File: src/rtl/link_align_pkg.sv
// Constants and types shared by the serial link character alignment receiver.
package link_align_pkg;
	localparam logic [3:0]  BIT_LAST     = 4'h9;
	localparam logic [3:0]  BIT_RST      = 4'h0;
	localparam logic [1:0]  LANE_RST     = 2'h0;
	localparam logic [1:0]  LANE_LAST    = 2'h3;
	localparam logic [6:0]  COMMA_NEG    = 7'h1F;
	localparam logic [6:0]  COMMA_POS    = 7'h60;
	localparam logic [5:0]  K28_SIX      = 6'h0F;
	localparam logic [7:0]  K28_5        = 8'hBC;
	localparam logic [7:0]  K28_3        = 8'h7C;
	localparam logic [5:0]  SIX_ONLY_NEG = 6'h38;
	localparam logic [5:0]  SIX_ONLY_POS = 6'h07;
	localparam logic [3:0]  FOUR_ONLY_NEG = 4'hC;
	localparam logic [3:0]  FOUR_ONLY_POS = 4'h3;
	localparam logic [3:0]  FOUR_ALT7    = 4'h7;
	localparam logic [5:0]  SIX_TBL [32] = '{6'h27, 6'h1D, 6'h2D, 6'h31, 6'h35, 6'h29, 6'h19, 6'h38,
		6'h39, 6'h25, 6'h15, 6'h34, 6'h0D, 6'h2C, 6'h1C, 6'h17, 6'h1B, 6'h23, 6'h13, 6'h32, 6'h0B,
		6'h2A, 6'h1A, 6'h3A, 6'h33, 6'h26, 6'h16, 6'h36, 6'h0E, 6'h2E, 6'h1E, 6'h2B};
	localparam logic [3:0]  FOUR_TBL [8] = '{4'hB, 4'h9, 4'h5, 4'hC, 4'hD, 4'hA, 4'h6, 4'hE};
	localparam logic [31:0] CRC_POLY     = 32'h04C11DB7;
	localparam logic [31:0] COUNT_STEP   = 32'h00000004;
	localparam logic [3:0]  WIDX_RST     = 4'h0;
	localparam int          FIFO_W       = 34;
	localparam int          FIFO_DEPTH   = 4;
	typedef enum logic {FR_IDLE, FR_BODY} frame_state_t;
endpackage

File: src/rtl/serial_link_char_alignment.sv
// Comma alignment, 8b/10b checking, Dword assembly, framing and DMA phase tracking of the link receiver.
`timescale 1ns/1ps
`default_nettype none

module dword_fifo #(
	parameter int W     = 34,
	parameter int DEPTH = 4
) (
	input  wire logic         mclk,
	input  wire logic         sys_rst,
	input  wire logic         in_valid,
	output logic              in_ready,
	input  wire logic [W-1:0] in_data,
	output logic              out_valid,
	input  wire logic         out_ready,
	output logic [W-1:0]      out_data
);
	localparam int PW = $clog2(DEPTH);
	logic [W-1:0]  mem [DEPTH];
	logic [PW-1:0] wr_ptr_reg;
	logic [PW-1:0] rd_ptr_reg;
	logic [PW:0]   cnt_reg;
	logic [PW:0]   cnt_next;
	wire           do_wr = in_valid && in_ready;
	wire           do_rd = out_valid && out_ready;

	assign cnt_next = cnt_reg + (PW+1)'(do_wr) - (PW+1)'(do_rd);
	assign out_data = mem[rd_ptr_reg];

	always_ff @(posedge mclk or posedge sys_rst)
	begin
		if (sys_rst)
		begin
			wr_ptr_reg <= '0;
			rd_ptr_reg <= '0;
			cnt_reg    <= '0;
			in_ready   <= 1'b1;
			out_valid  <= 1'b0;
		end
		else
		begin
			wr_ptr_reg <= wr_ptr_reg + PW'(do_wr);
			rd_ptr_reg <= rd_ptr_reg + PW'(do_rd);
			cnt_reg    <= cnt_next;
			in_ready   <= cnt_next != (PW+1)'(DEPTH);
			out_valid  <= cnt_next != '0;
		end
	end

	always_ff @(posedge mclk)
	begin
		if (do_wr)
			mem[wr_ptr_reg] <= in_data;
	end
endmodule // dword_fifo

// How it works
// A comma inside a K28.5 character resets the character boundary to it.
// Bit times are added or dropped only when realigning on alignment characters.
// A running disparity error flags a code violation.
// A ten-bit code with no data or control meaning flags a code violation.
// Lane 0 control characters other than K28.5 or K28.3 are violations.
// Any control character in lanes 1 to 3 is a violation.
// K28.5 is the only comma character and only alignment primitives carry it.
// The comma is 0011111 or 1100000 in the first seven encoded bits.
// Each frame ends with a 32-bit CRC Dword just before end-of-frame.
// Dword bit 0 and byte 0 are least significant.
// After the comma, Dwords are counted from the comma character as lane 0.
// Encoded bit a is bit 0 and arrives first; bit j is bit 9.
// A primitive is a control character in byte 0 and data in bytes 1 to 3.
// A frame is start primitive, payload, CRC, end primitive, in that order.
// The DMA data phase runs from DMA Setup until count runs out or error.
// Each character carries a flag choosing the data or the control code set.
// Slipping and alignment happen in the bit shift stage, ahead of Dword assembly.
// A code violation is reported together with the Dword it was found in.
module serial_link_char_alignment #(
	parameter logic [31:0] SOF_PRIM       = 32'h0000017C,
	parameter logic [31:0] EOF_PRIM       = 32'h0000027C,
	parameter logic [7:0]  DMA_SETUP_TYPE = 8'h01,
	parameter logic [3:0]  COUNT_IDX      = 4'h5,
	parameter logic [31:0] CRC_INIT       = 32'h00000000
) (
	input  wire logic                         mclk,
	input  wire logic                         sys_rst,
	input  wire logic                         bit_valid,
	input  wire logic                         bit_in,
	input  wire logic                         shadow_err,
	input  wire logic                         out_ready,
	output logic                              out_valid,
	output logic [31:0]                       out_dword,
	output logic                              out_ctrl,
	output logic                              out_code_err,
	output logic                              in_accept,
	output logic                              overflow,
	output logic                              sync_ok,
	output logic                              slip_pulse,
	output logic                              frame_start,
	output logic                              frame_end,
	output logic                              crc_err,
	output logic                              frame_err,
	output logic                              dma_phase
);
	import link_align_pkg::*;

	// Returns {legal, control flag, HGF, EDCBA} for one encoded character.
	function automatic logic [9:0] dec_char(input logic [0:9] c);
		logic [5:0] s;
		logic [3:0] f;
		logic       ok6;
		logic       ok4;
		logic       k;
		logic [4:0] x;
		logic [2:0] y;
		s   = c[0:5];
		f   = c[6:9];
		ok6 = 1'b0;
		ok4 = 1'b0;
		x   = 5'h00;
		y   = 3'h0;
		k   = (s == K28_SIX) || (s == ~K28_SIX);
		for (int i = 0; i < 32; i++)
			if (s == SIX_TBL[i] || (s == ~SIX_TBL[i] && ($countones(SIX_TBL[i]) != 3 || i == 7)))
			begin
				ok6 = 1'b1;
				x   = 5'(i);
			end
		if (k)
		begin
			ok6 = 1'b1;
			x   = 5'h1C;
		end
		for (int j = 0; j < 8; j++)
			if (f == FOUR_TBL[j] || (f == ~FOUR_TBL[j] && (k || $countones(FOUR_TBL[j]) != 2 || j == 3)))
			begin
				ok4 = 1'b1;
				y   = 3'(j);
			end
		if (f == FOUR_ALT7 || f == ~FOUR_ALT7)
		begin
			ok4 = 1'b1;
			y   = 3'h7;
		end
		return {ok6 && ok4, k, y, x};
	endfunction

	// Returns {disparity error, running disparity after}; rd high means positive.
	function automatic logic [1:0] rd_check(input logic [0:9] c, input logic rd);
		logic [5:0] s;
		logic [3:0] f;
		logic       e;
		logic       r;
		s = c[0:5];
		f = c[6:9];
		e = 1'b0;
		r = rd;
		case ($countones(s))
			3: e = (s == SIX_ONLY_NEG && r) || (s == SIX_ONLY_POS && !r);
			4: begin e = r; r = 1'b1; end
			2: begin e = !r; r = 1'b0; end
			default: e = 1'b1;
		endcase
		case ($countones(f))
			2: e = e || (f == FOUR_ONLY_NEG && r) || (f == FOUR_ONLY_POS && !r);
			3: begin e = e || r; r = 1'b1; end
			1: begin e = e || !r; r = 1'b0; end
			default: e = 1'b1;
		endcase
		return {e, r};
	endfunction

	function automatic logic [31:0] crc32(input logic [31:0] crc, input logic [31:0] d);
		logic [31:0] c;
		c = crc;
		for (int i = 31; i >= 0; i--)
			c = {c[30:0], 1'b0} ^ (CRC_POLY & {32{c[31] ^ d[i]}});
		return c;
	endfunction

	logic [0:9]   sh_reg;
	logic [3:0]   bit_cnt_reg;
	logic [1:0]   lane_reg;
	logic         rd_reg;
	logic [31:0]  dw_reg;
	logic [3:0]   kf_reg;
	logic         cv_reg;
	logic         push_reg;
	frame_state_t fr_reg;
	logic [31:0]  crc_reg;
	logic [31:0]  held_reg;
	logic         held_v_reg;
	logic [3:0]   widx_reg;
	logic         setup_reg;
	logic [31:0]  cap_reg;
	logic [31:0]  cnt_reg;
	logic         fifo_ready;
	logic         fifo_valid;
	logic [33:0]  fifo_out;

	// Bit a arrives first and ends up at index 0 of the character window.
	wire [0:9] sh_next = {sh_reg[1:9], bit_in};
	wire comma7 = (sh_next[0:6] == COMMA_NEG) || (sh_next[0:6] == COMMA_POS);
	wire comma_hit = bit_valid && comma7;
	wire char_done = bit_valid && (comma7 || bit_cnt_reg == BIT_LAST);
	wire [1:0] cur_lane = comma7 ? LANE_RST : lane_reg;
	wire [9:0] dc = dec_char(sh_next);
	// Characters framed before a comma that moves the boundary were cut wrongly.
	// Their running disparity means nothing, so the comma's own form seeds it instead.
	wire realign = comma7 && bit_cnt_reg != BIT_LAST;
	wire rd_seed = realign ? (sh_next[0:5] != K28_SIX) : rd_reg;
	wire [1:0] rc = rd_check(sh_next, rd_seed);
	wire dc_ok = dc[9];
	wire dc_k = dc[8];
	wire [7:0] dc_byte = dc[7:0];
	wire bad_lane0 = cur_lane == LANE_RST && dc_k && dc_byte != K28_5 && dc_byte != K28_3;
	wire bad_lanex = cur_lane != LANE_RST && dc_k;
	wire viol = !dc_ok || rc[1] || bad_lane0 || bad_lanex;
	wire cv_next = (cur_lane == LANE_RST) ? viol : (cv_reg || viol);
	wire is_prim = kf_reg[0];
	wire is_sof = push_reg && is_prim && dw_reg == SOF_PRIM;
	wire is_eof = push_reg && is_prim && dw_reg == EOF_PRIM;
	wire is_pay = push_reg && !is_prim;
	wire [31:0] crc_fold = crc32(crc_reg, held_reg);
	wire crc_bad = held_v_reg && held_reg != crc_reg;
	wire dma_dec = dma_phase && is_pay && fr_reg == FR_BODY && held_v_reg;

	// Realignment on the comma is the only place bit times are added or removed.
	always_ff @(posedge mclk or posedge sys_rst)
	begin
		if (sys_rst)
		begin
			sh_reg      <= '0;
			bit_cnt_reg <= BIT_RST;
			lane_reg    <= LANE_RST;
			rd_reg      <= 1'b0;
			sync_ok     <= 1'b0;
			slip_pulse  <= 1'b0;
		end
		else
		begin
			slip_pulse <= comma_hit && sync_ok && bit_cnt_reg != BIT_LAST;
			if (bit_valid)
			begin
				sh_reg      <= sh_next;
				bit_cnt_reg <= char_done ? BIT_RST : bit_cnt_reg + 4'h1;
			end
			if (char_done)
			begin
				lane_reg <= cur_lane + 2'h1;
				rd_reg   <= rc[0];
			end
			if (comma_hit)
				sync_ok <= 1'b1;
		end
	end

	// Byte 0 sits in the low bits of the assembled Dword.
	always_ff @(posedge mclk or posedge sys_rst)
	begin
		if (sys_rst)
		begin
			dw_reg   <= '0;
			kf_reg   <= '0;
			cv_reg   <= 1'b0;
			push_reg <= 1'b0;
		end
		else
		begin
			push_reg <= char_done && sync_ok && cur_lane == LANE_LAST;
			if (char_done)
			begin
				dw_reg[8*cur_lane +: 8] <= dc_byte;
				kf_reg[cur_lane]        <= dc_k;
				cv_reg                  <= cv_next;
			end
		end
	end

	dword_fifo #(
		.W     (FIFO_W),
		.DEPTH (FIFO_DEPTH)
	) u_fifo (
		.mclk      (mclk),
		.sys_rst   (sys_rst),
		.in_valid  (push_reg),
		.in_ready  (fifo_ready),
		.in_data   ({cv_reg, is_prim, dw_reg}),
		.out_valid (fifo_valid),
		.out_ready (out_ready),
		.out_data  (fifo_out)
	);

	assign out_valid    = fifo_valid;
	assign in_accept    = fifo_ready;
	assign out_dword    = fifo_out[31:0];
	assign out_ctrl     = fifo_out[32];
	assign out_code_err = fifo_out[33];

	// The Dword before the end primitive is the CRC and is not folded in.
	always_ff @(posedge mclk or posedge sys_rst)
	begin
		if (sys_rst)
		begin
			fr_reg      <= FR_IDLE;
			crc_reg     <= CRC_INIT;
			held_reg    <= '0;
			held_v_reg  <= 1'b0;
			widx_reg    <= WIDX_RST;
			setup_reg   <= 1'b0;
			cap_reg     <= '0;
			frame_start <= 1'b0;
			frame_end   <= 1'b0;
			crc_err     <= 1'b0;
			frame_err   <= 1'b0;
			overflow    <= 1'b0;
		end
		else
		begin
			frame_start <= 1'b0;
			frame_end   <= 1'b0;
			crc_err     <= 1'b0;
			frame_err   <= 1'b0;
			if (push_reg && !fifo_ready)
				overflow <= 1'b1;
			case (fr_reg)
				FR_IDLE:
				begin
					if (is_sof)
					begin
						fr_reg      <= FR_BODY;
						frame_start <= 1'b1;
						crc_reg     <= CRC_INIT;
						held_v_reg  <= 1'b0;
						widx_reg    <= WIDX_RST;
						setup_reg   <= 1'b0;
					end
					else if (is_eof)
						frame_err <= 1'b1;
				end
				FR_BODY:
				begin
					if (is_sof)
					begin
						frame_err  <= 1'b1;
						crc_reg    <= CRC_INIT;
						held_v_reg <= 1'b0;
						widx_reg   <= WIDX_RST;
						setup_reg  <= 1'b0;
					end
					else if (is_eof)
					begin
						fr_reg    <= FR_IDLE;
						frame_end <= 1'b1;
						crc_err   <= crc_bad || !held_v_reg;
					end
					else if (is_pay)
					begin
						if (held_v_reg)
							crc_reg <= crc_fold;
						held_reg   <= dw_reg;
						held_v_reg <= 1'b1;
						if (widx_reg != 4'hF)
							widx_reg <= widx_reg + 4'h1;
						if (widx_reg == WIDX_RST)
							setup_reg <= dw_reg[7:0] == DMA_SETUP_TYPE;
						if (widx_reg == COUNT_IDX)
							cap_reg <= dw_reg;
					end
				end
				default: fr_reg <= FR_IDLE;
			endcase
		end
	end

	wire dma_go = is_eof && fr_reg == FR_BODY && setup_reg && !crc_bad && held_v_reg;

	always_ff @(posedge mclk or posedge sys_rst)
	begin
		if (sys_rst)
		begin
			dma_phase <= 1'b0;
			cnt_reg   <= '0;
		end
		else if (shadow_err)
			dma_phase <= 1'b0;
		else if (dma_go)
		begin
			dma_phase <= cap_reg != '0;
			cnt_reg   <= cap_reg;
		end
		else if (dma_dec)
		begin
			cnt_reg   <= (cnt_reg > COUNT_STEP) ? cnt_reg - COUNT_STEP : '0;
			dma_phase <= cnt_reg > COUNT_STEP;
		end
	end
endmodule // serial_link_char_alignment

`default_nettype wire

File: config.mk
export PLATFORM = sky130hd
export DESIGN_NAME = serial_link_char_alignment
export DESIGN_NICKNAME = d
export VERILOG_FILES = /design/src/rtl/link_align_pkg.sv /design/src/rtl/serial_link_char_alignment.sv
export SDC_FILE = /design/constraint.sdc
export NUM_CORES = 1
export LEC_CHECK = 0
export BUFFER_PORTS_ARGS = -buffer_cell sky130_fd_sc_hd__buf_2
export CAP_MARGIN = 20
export CORE_MARGIN = 1
export CORE_UTILIZATION = 40
export DETAILED_ROUTE_END_ITERATION = 10
export PLACE_DENSITY = 0.63
export SLEW_MARGIN = 10
export SYNTH_ARGS = -nofsm -noshare
export SYNTH_HDL_FRONTEND = slang
export SYNTH_HIERARCHICAL = 1
export SYNTH_SLANG_ARGS = --single-unit
File: constraint.sdc
create_clock -name mclk -period 13.9 [get_ports mclk]
set_clock_uncertainty 0.05 [all_clocks]
set_input_delay 2.78 -clock mclk [delete_from_list [all_inputs] [get_ports mclk]]
set_output_delay 2.78 -clock mclk [all_outputs]
set_load 0.03 [all_outputs]
==> metrics <==
P&R area growth vs syn 11.4%; Final ANT Viol Nets 0; leak pwr 0.00810 µW; I/O Pins 50; max incr delay on CP 0.70 ns; Tmin final 5.22 ns; Hold Fails Final Rpt 0; Net Switching 801 µW; synthesized instance count 1456; Initial DRT Pass Iterations 5; sequential fraction of the synthesis area 50.3%; H-tree depth 2; Slew HR 29.9%; Largest register FFs 136; die height 215 µm; # setup viols final 0; Worst Path Max Fanout 36; Max VDD drop 0.124 mV; clk_lat worst skew 0.54 ns; Resized cells post-CTS 0; Gate power share 17.8%; vias in the first global route 11700; maximum clock insertion buffer count 3; Final period util 37.6%; Critical Path RT 11.07 ns; worst path arrival time 2.39 ns; Rows 77; pin count of the biggest net entering global routing 85; total track usage 19.5%; Tightest Pin Transition 1.05 ns; Flop pwr share 44.8%; synthesis-stage register bit count 339; Die Area 46400 µm²; Syn Std Cell Area 18200 µm²; Clk network pwr share 37.4%; total CTS buffers 37; most flop-heavy register u_fifo/mem; routability cong. 0.916; Vias per Instance 5.48; Syn Nets 1495; drt wl/cell 20.8 µm; drt total wl 44200 µm; initial core utilization 40.9%; Slew Viols, Final 0; Yosys warnings 6; Critical Path Start Type flop; Power Density 131 nW/µm²; clock sink count 339; TritonCTS clock tree yes; initial antenna violation count 1; switching share of power 30.1%; IO buf count 49; library cells used by synthesis 72; CP top delay family buffers and inverters; Initial DRC Count 801; core area 44500 µm²; first-pass GRT wire length 69800 µm; Clk Tree Root Cell clkbuf_16; max_cap viols 0; Async SR Flop Fraction 59.9%; HPWL after detailed placement 30800 µm; number of synthesized flops with an enable pin 136; Fmax achieved 192 MHz; setup TNS 0 ns; Cell Chain, Critical Path buf_4 -> mux4_1 -> buf_2; grt ovf 0; Hold Crit Class flop to flop; worst hold slack 0.401 ns; Post-synth top flop dfrtp_1; Vias 11600; DRC viols 0; critical path buffer and inverter count 2; DIE WIDTH 215 µm; power consumption 2660 µW; Nets 1542; Slowest cell on crit path mux4_1; Avg Cell Area, Syn 12.5 µm²; status finished, final reports clean; CTS clock-pin slew for the worst setup and hold paths 0.06 ns; RSZ-0062 raised after global routing no; Setup CP Type flop to output pin; layout cells sized above 1 18.3%; internal cell power 1860 µW; cts-stage hold buffer count 0; Setup Fix Bufs, Post-CTS 0; Crit. End Element output pin
cell type report:
cell class                 count  area [µm²]
inverter                      31         124
clock buffer                  50        1060
clock inverter                18         168
sequential                   339        9170
antenna                        1        2.50
fill                        4039       24200
timing repair buffer          60         328
tap                          592         741
multi-input combinational   1034        8680
logic make-up after synthesis:
family                     Yosys count  share of synthesized area (%)
AOI/OAI and AO/OA                  218                           7.16
xor gates and xnor gates           310                           19.1
adders and majority gates           33                           2.47
buffers and inverters               83                           2.12
DFF                                339                           50.3
muxes                              111                           9.10
and+or+nand+nor                    362                           9.73
metrics by stage:
stage / worst slack, ns / std cells / util [%] / instance area, µm²
after floorplan: 5.79 / 1456 / - / 18200
after global placement: 8.94 / 2056 / 42.8 / 19000
after detailed placement: 8.86 / 2056 / 42.8 / 19000
after CTS: 8.62 / 2124 / 45.5 / 20300
after global routing: 8.56 / 2125 / 45.6 / 20300
final: 8.68 / 2125 / 45.6 / 20300
synthesized netlist by cell type (4+ instances only):
| cell | count | share of area (%) |
|---|---|---|
| xnor2_1 | 176 | 8.5 |
| xnor3_2 | 4 | 0.52 |
| nand3_1 | 40 | 1.1 |
| nor2_1 | 46 | 0.95 |
| o21ai_0 | 112 | 3.1 |
| nor3_1 | 22 | 0.60 |
| nand2_1 | 142 | 2.9 |
| edfxtp_1 | 136 | 22 |
| fa_1 | 5 | 0.55 |
| dfrtp_1 | 202 | 28 |
| xnor3_1 | 11 | 1.4 |
| inv_1 | 31 | 0.64 |
| nor4b_1 | 7 | 0.34 |
| mux4_2 | 29 | 3.6 |
| mux2_2 | 68 | 4.2 |
| xor2_1 | 74 | 3.6 |
| a211oi_1 | 7 | 0.29 |
| o31ai_1 | 5 | 0.21 |
| and2_1 | 5 | 0.17 |
| a22oi_1 | 9 | 0.37 |
| nand4_1 | 10 | 0.34 |
| xnor2_4 | 15 | 2.3 |
| nand2b_1 | 12 | 0.41 |
| mux2i_1 | 8 | 0.44 |
| o211ai_1 | 5 | 0.21 |
| and3_1 | 5 | 0.17 |
| nor2b_1 | 9 | 0.31 |
| ha_1 | 28 | 1.9 |
| a22o_1 | 11 | 0.53 |
| xor2_2 | 9 | 0.80 |
| clkbuf_1 | 36 | 0.74 |
| or3_1 | 12 | 0.41 |
| nor3b_1 | 5 | 0.21 |
| buf_1 | 6 | 0.12 |
| mux4_1 | 6 | 0.87 |
| xnor2_2 | 17 | 1.5 |
| a21oi_1 | 26 | 0.71 |
| a31oi_1 | 9 | 0.31 |
| a21o_1 | 4 | 0.16 |
| o22ai_1 | 6 | 0.21 |
| nand3b_1 | 7 | 0.29 |
| buf_2 | 4 | 0.11 |
| nor4_1 | 28 | 0.96 |
layout by cell type, fill, tap and decap left out, types with 20 or more instances in the layout:
cell type	count
nor4_1	28
clkbuf_16	39
nand2_1	142
edfxtp_1	136
buf_2	49
ha_1	28
o21ai_0	112
nand3_1	40
nor3_1	20
xnor2_1	176
xor2_1	74
inv_1	30
mux2_2	68
a21oi_1	26
nor2_1	44
dfrtp_1	201
mux4_2	29
path summary, 6_finish.rpt:
kind	slack (ns)	depth (start not counted)	to	startpoint
setup / recovery	8.68	3	out_dword[0]	u_fifo/rd_ptr_reg[0]$_DFF_PP0_
setup reg to reg	9.52	12	cnt_reg[20]$_DFFE_PP0P_	crc_reg[27]$_DFFE_PP0P_
min in group asynchronous	2.21	2	u_fifo/cnt_reg[2]$_DFF_PP0_	sys_rst
hold reg to reg	0.40	1	overflow$_DFFE_PP0P_	overflow$_DFFE_PP0P_
hold / removal	0.40	1	overflow$_DFFE_PP0P_	overflow$_DFFE_PP0P_
max in group asynchronous	9.58	4	cap_reg[23]$_DFFE_PP0P_	sys_rst
power by group through the flow:
stage | Combinational [µW] | Clock [µW] | Sequential (µW)
after CTS | 479 | 1020 | 1190
after detailed placement | 477 | 0 | 1210
after global routing | 524 | 1060 | 1200
final | 474 | 997 | 1190
after floorplan | 393 | 0 | 1160
after global placement | 472 | 0 | 1210
per-layer routing:
layer	part of all wire, %	up-vias	global-route usage, %
met1	46	5931	27.9
met4	2.1	0	5.15
met3	6.1	61	3.74
met5	0	-	0
met2	46	308	30.3
li1	-	5339	-
Power figures use the tool's default switching activity.
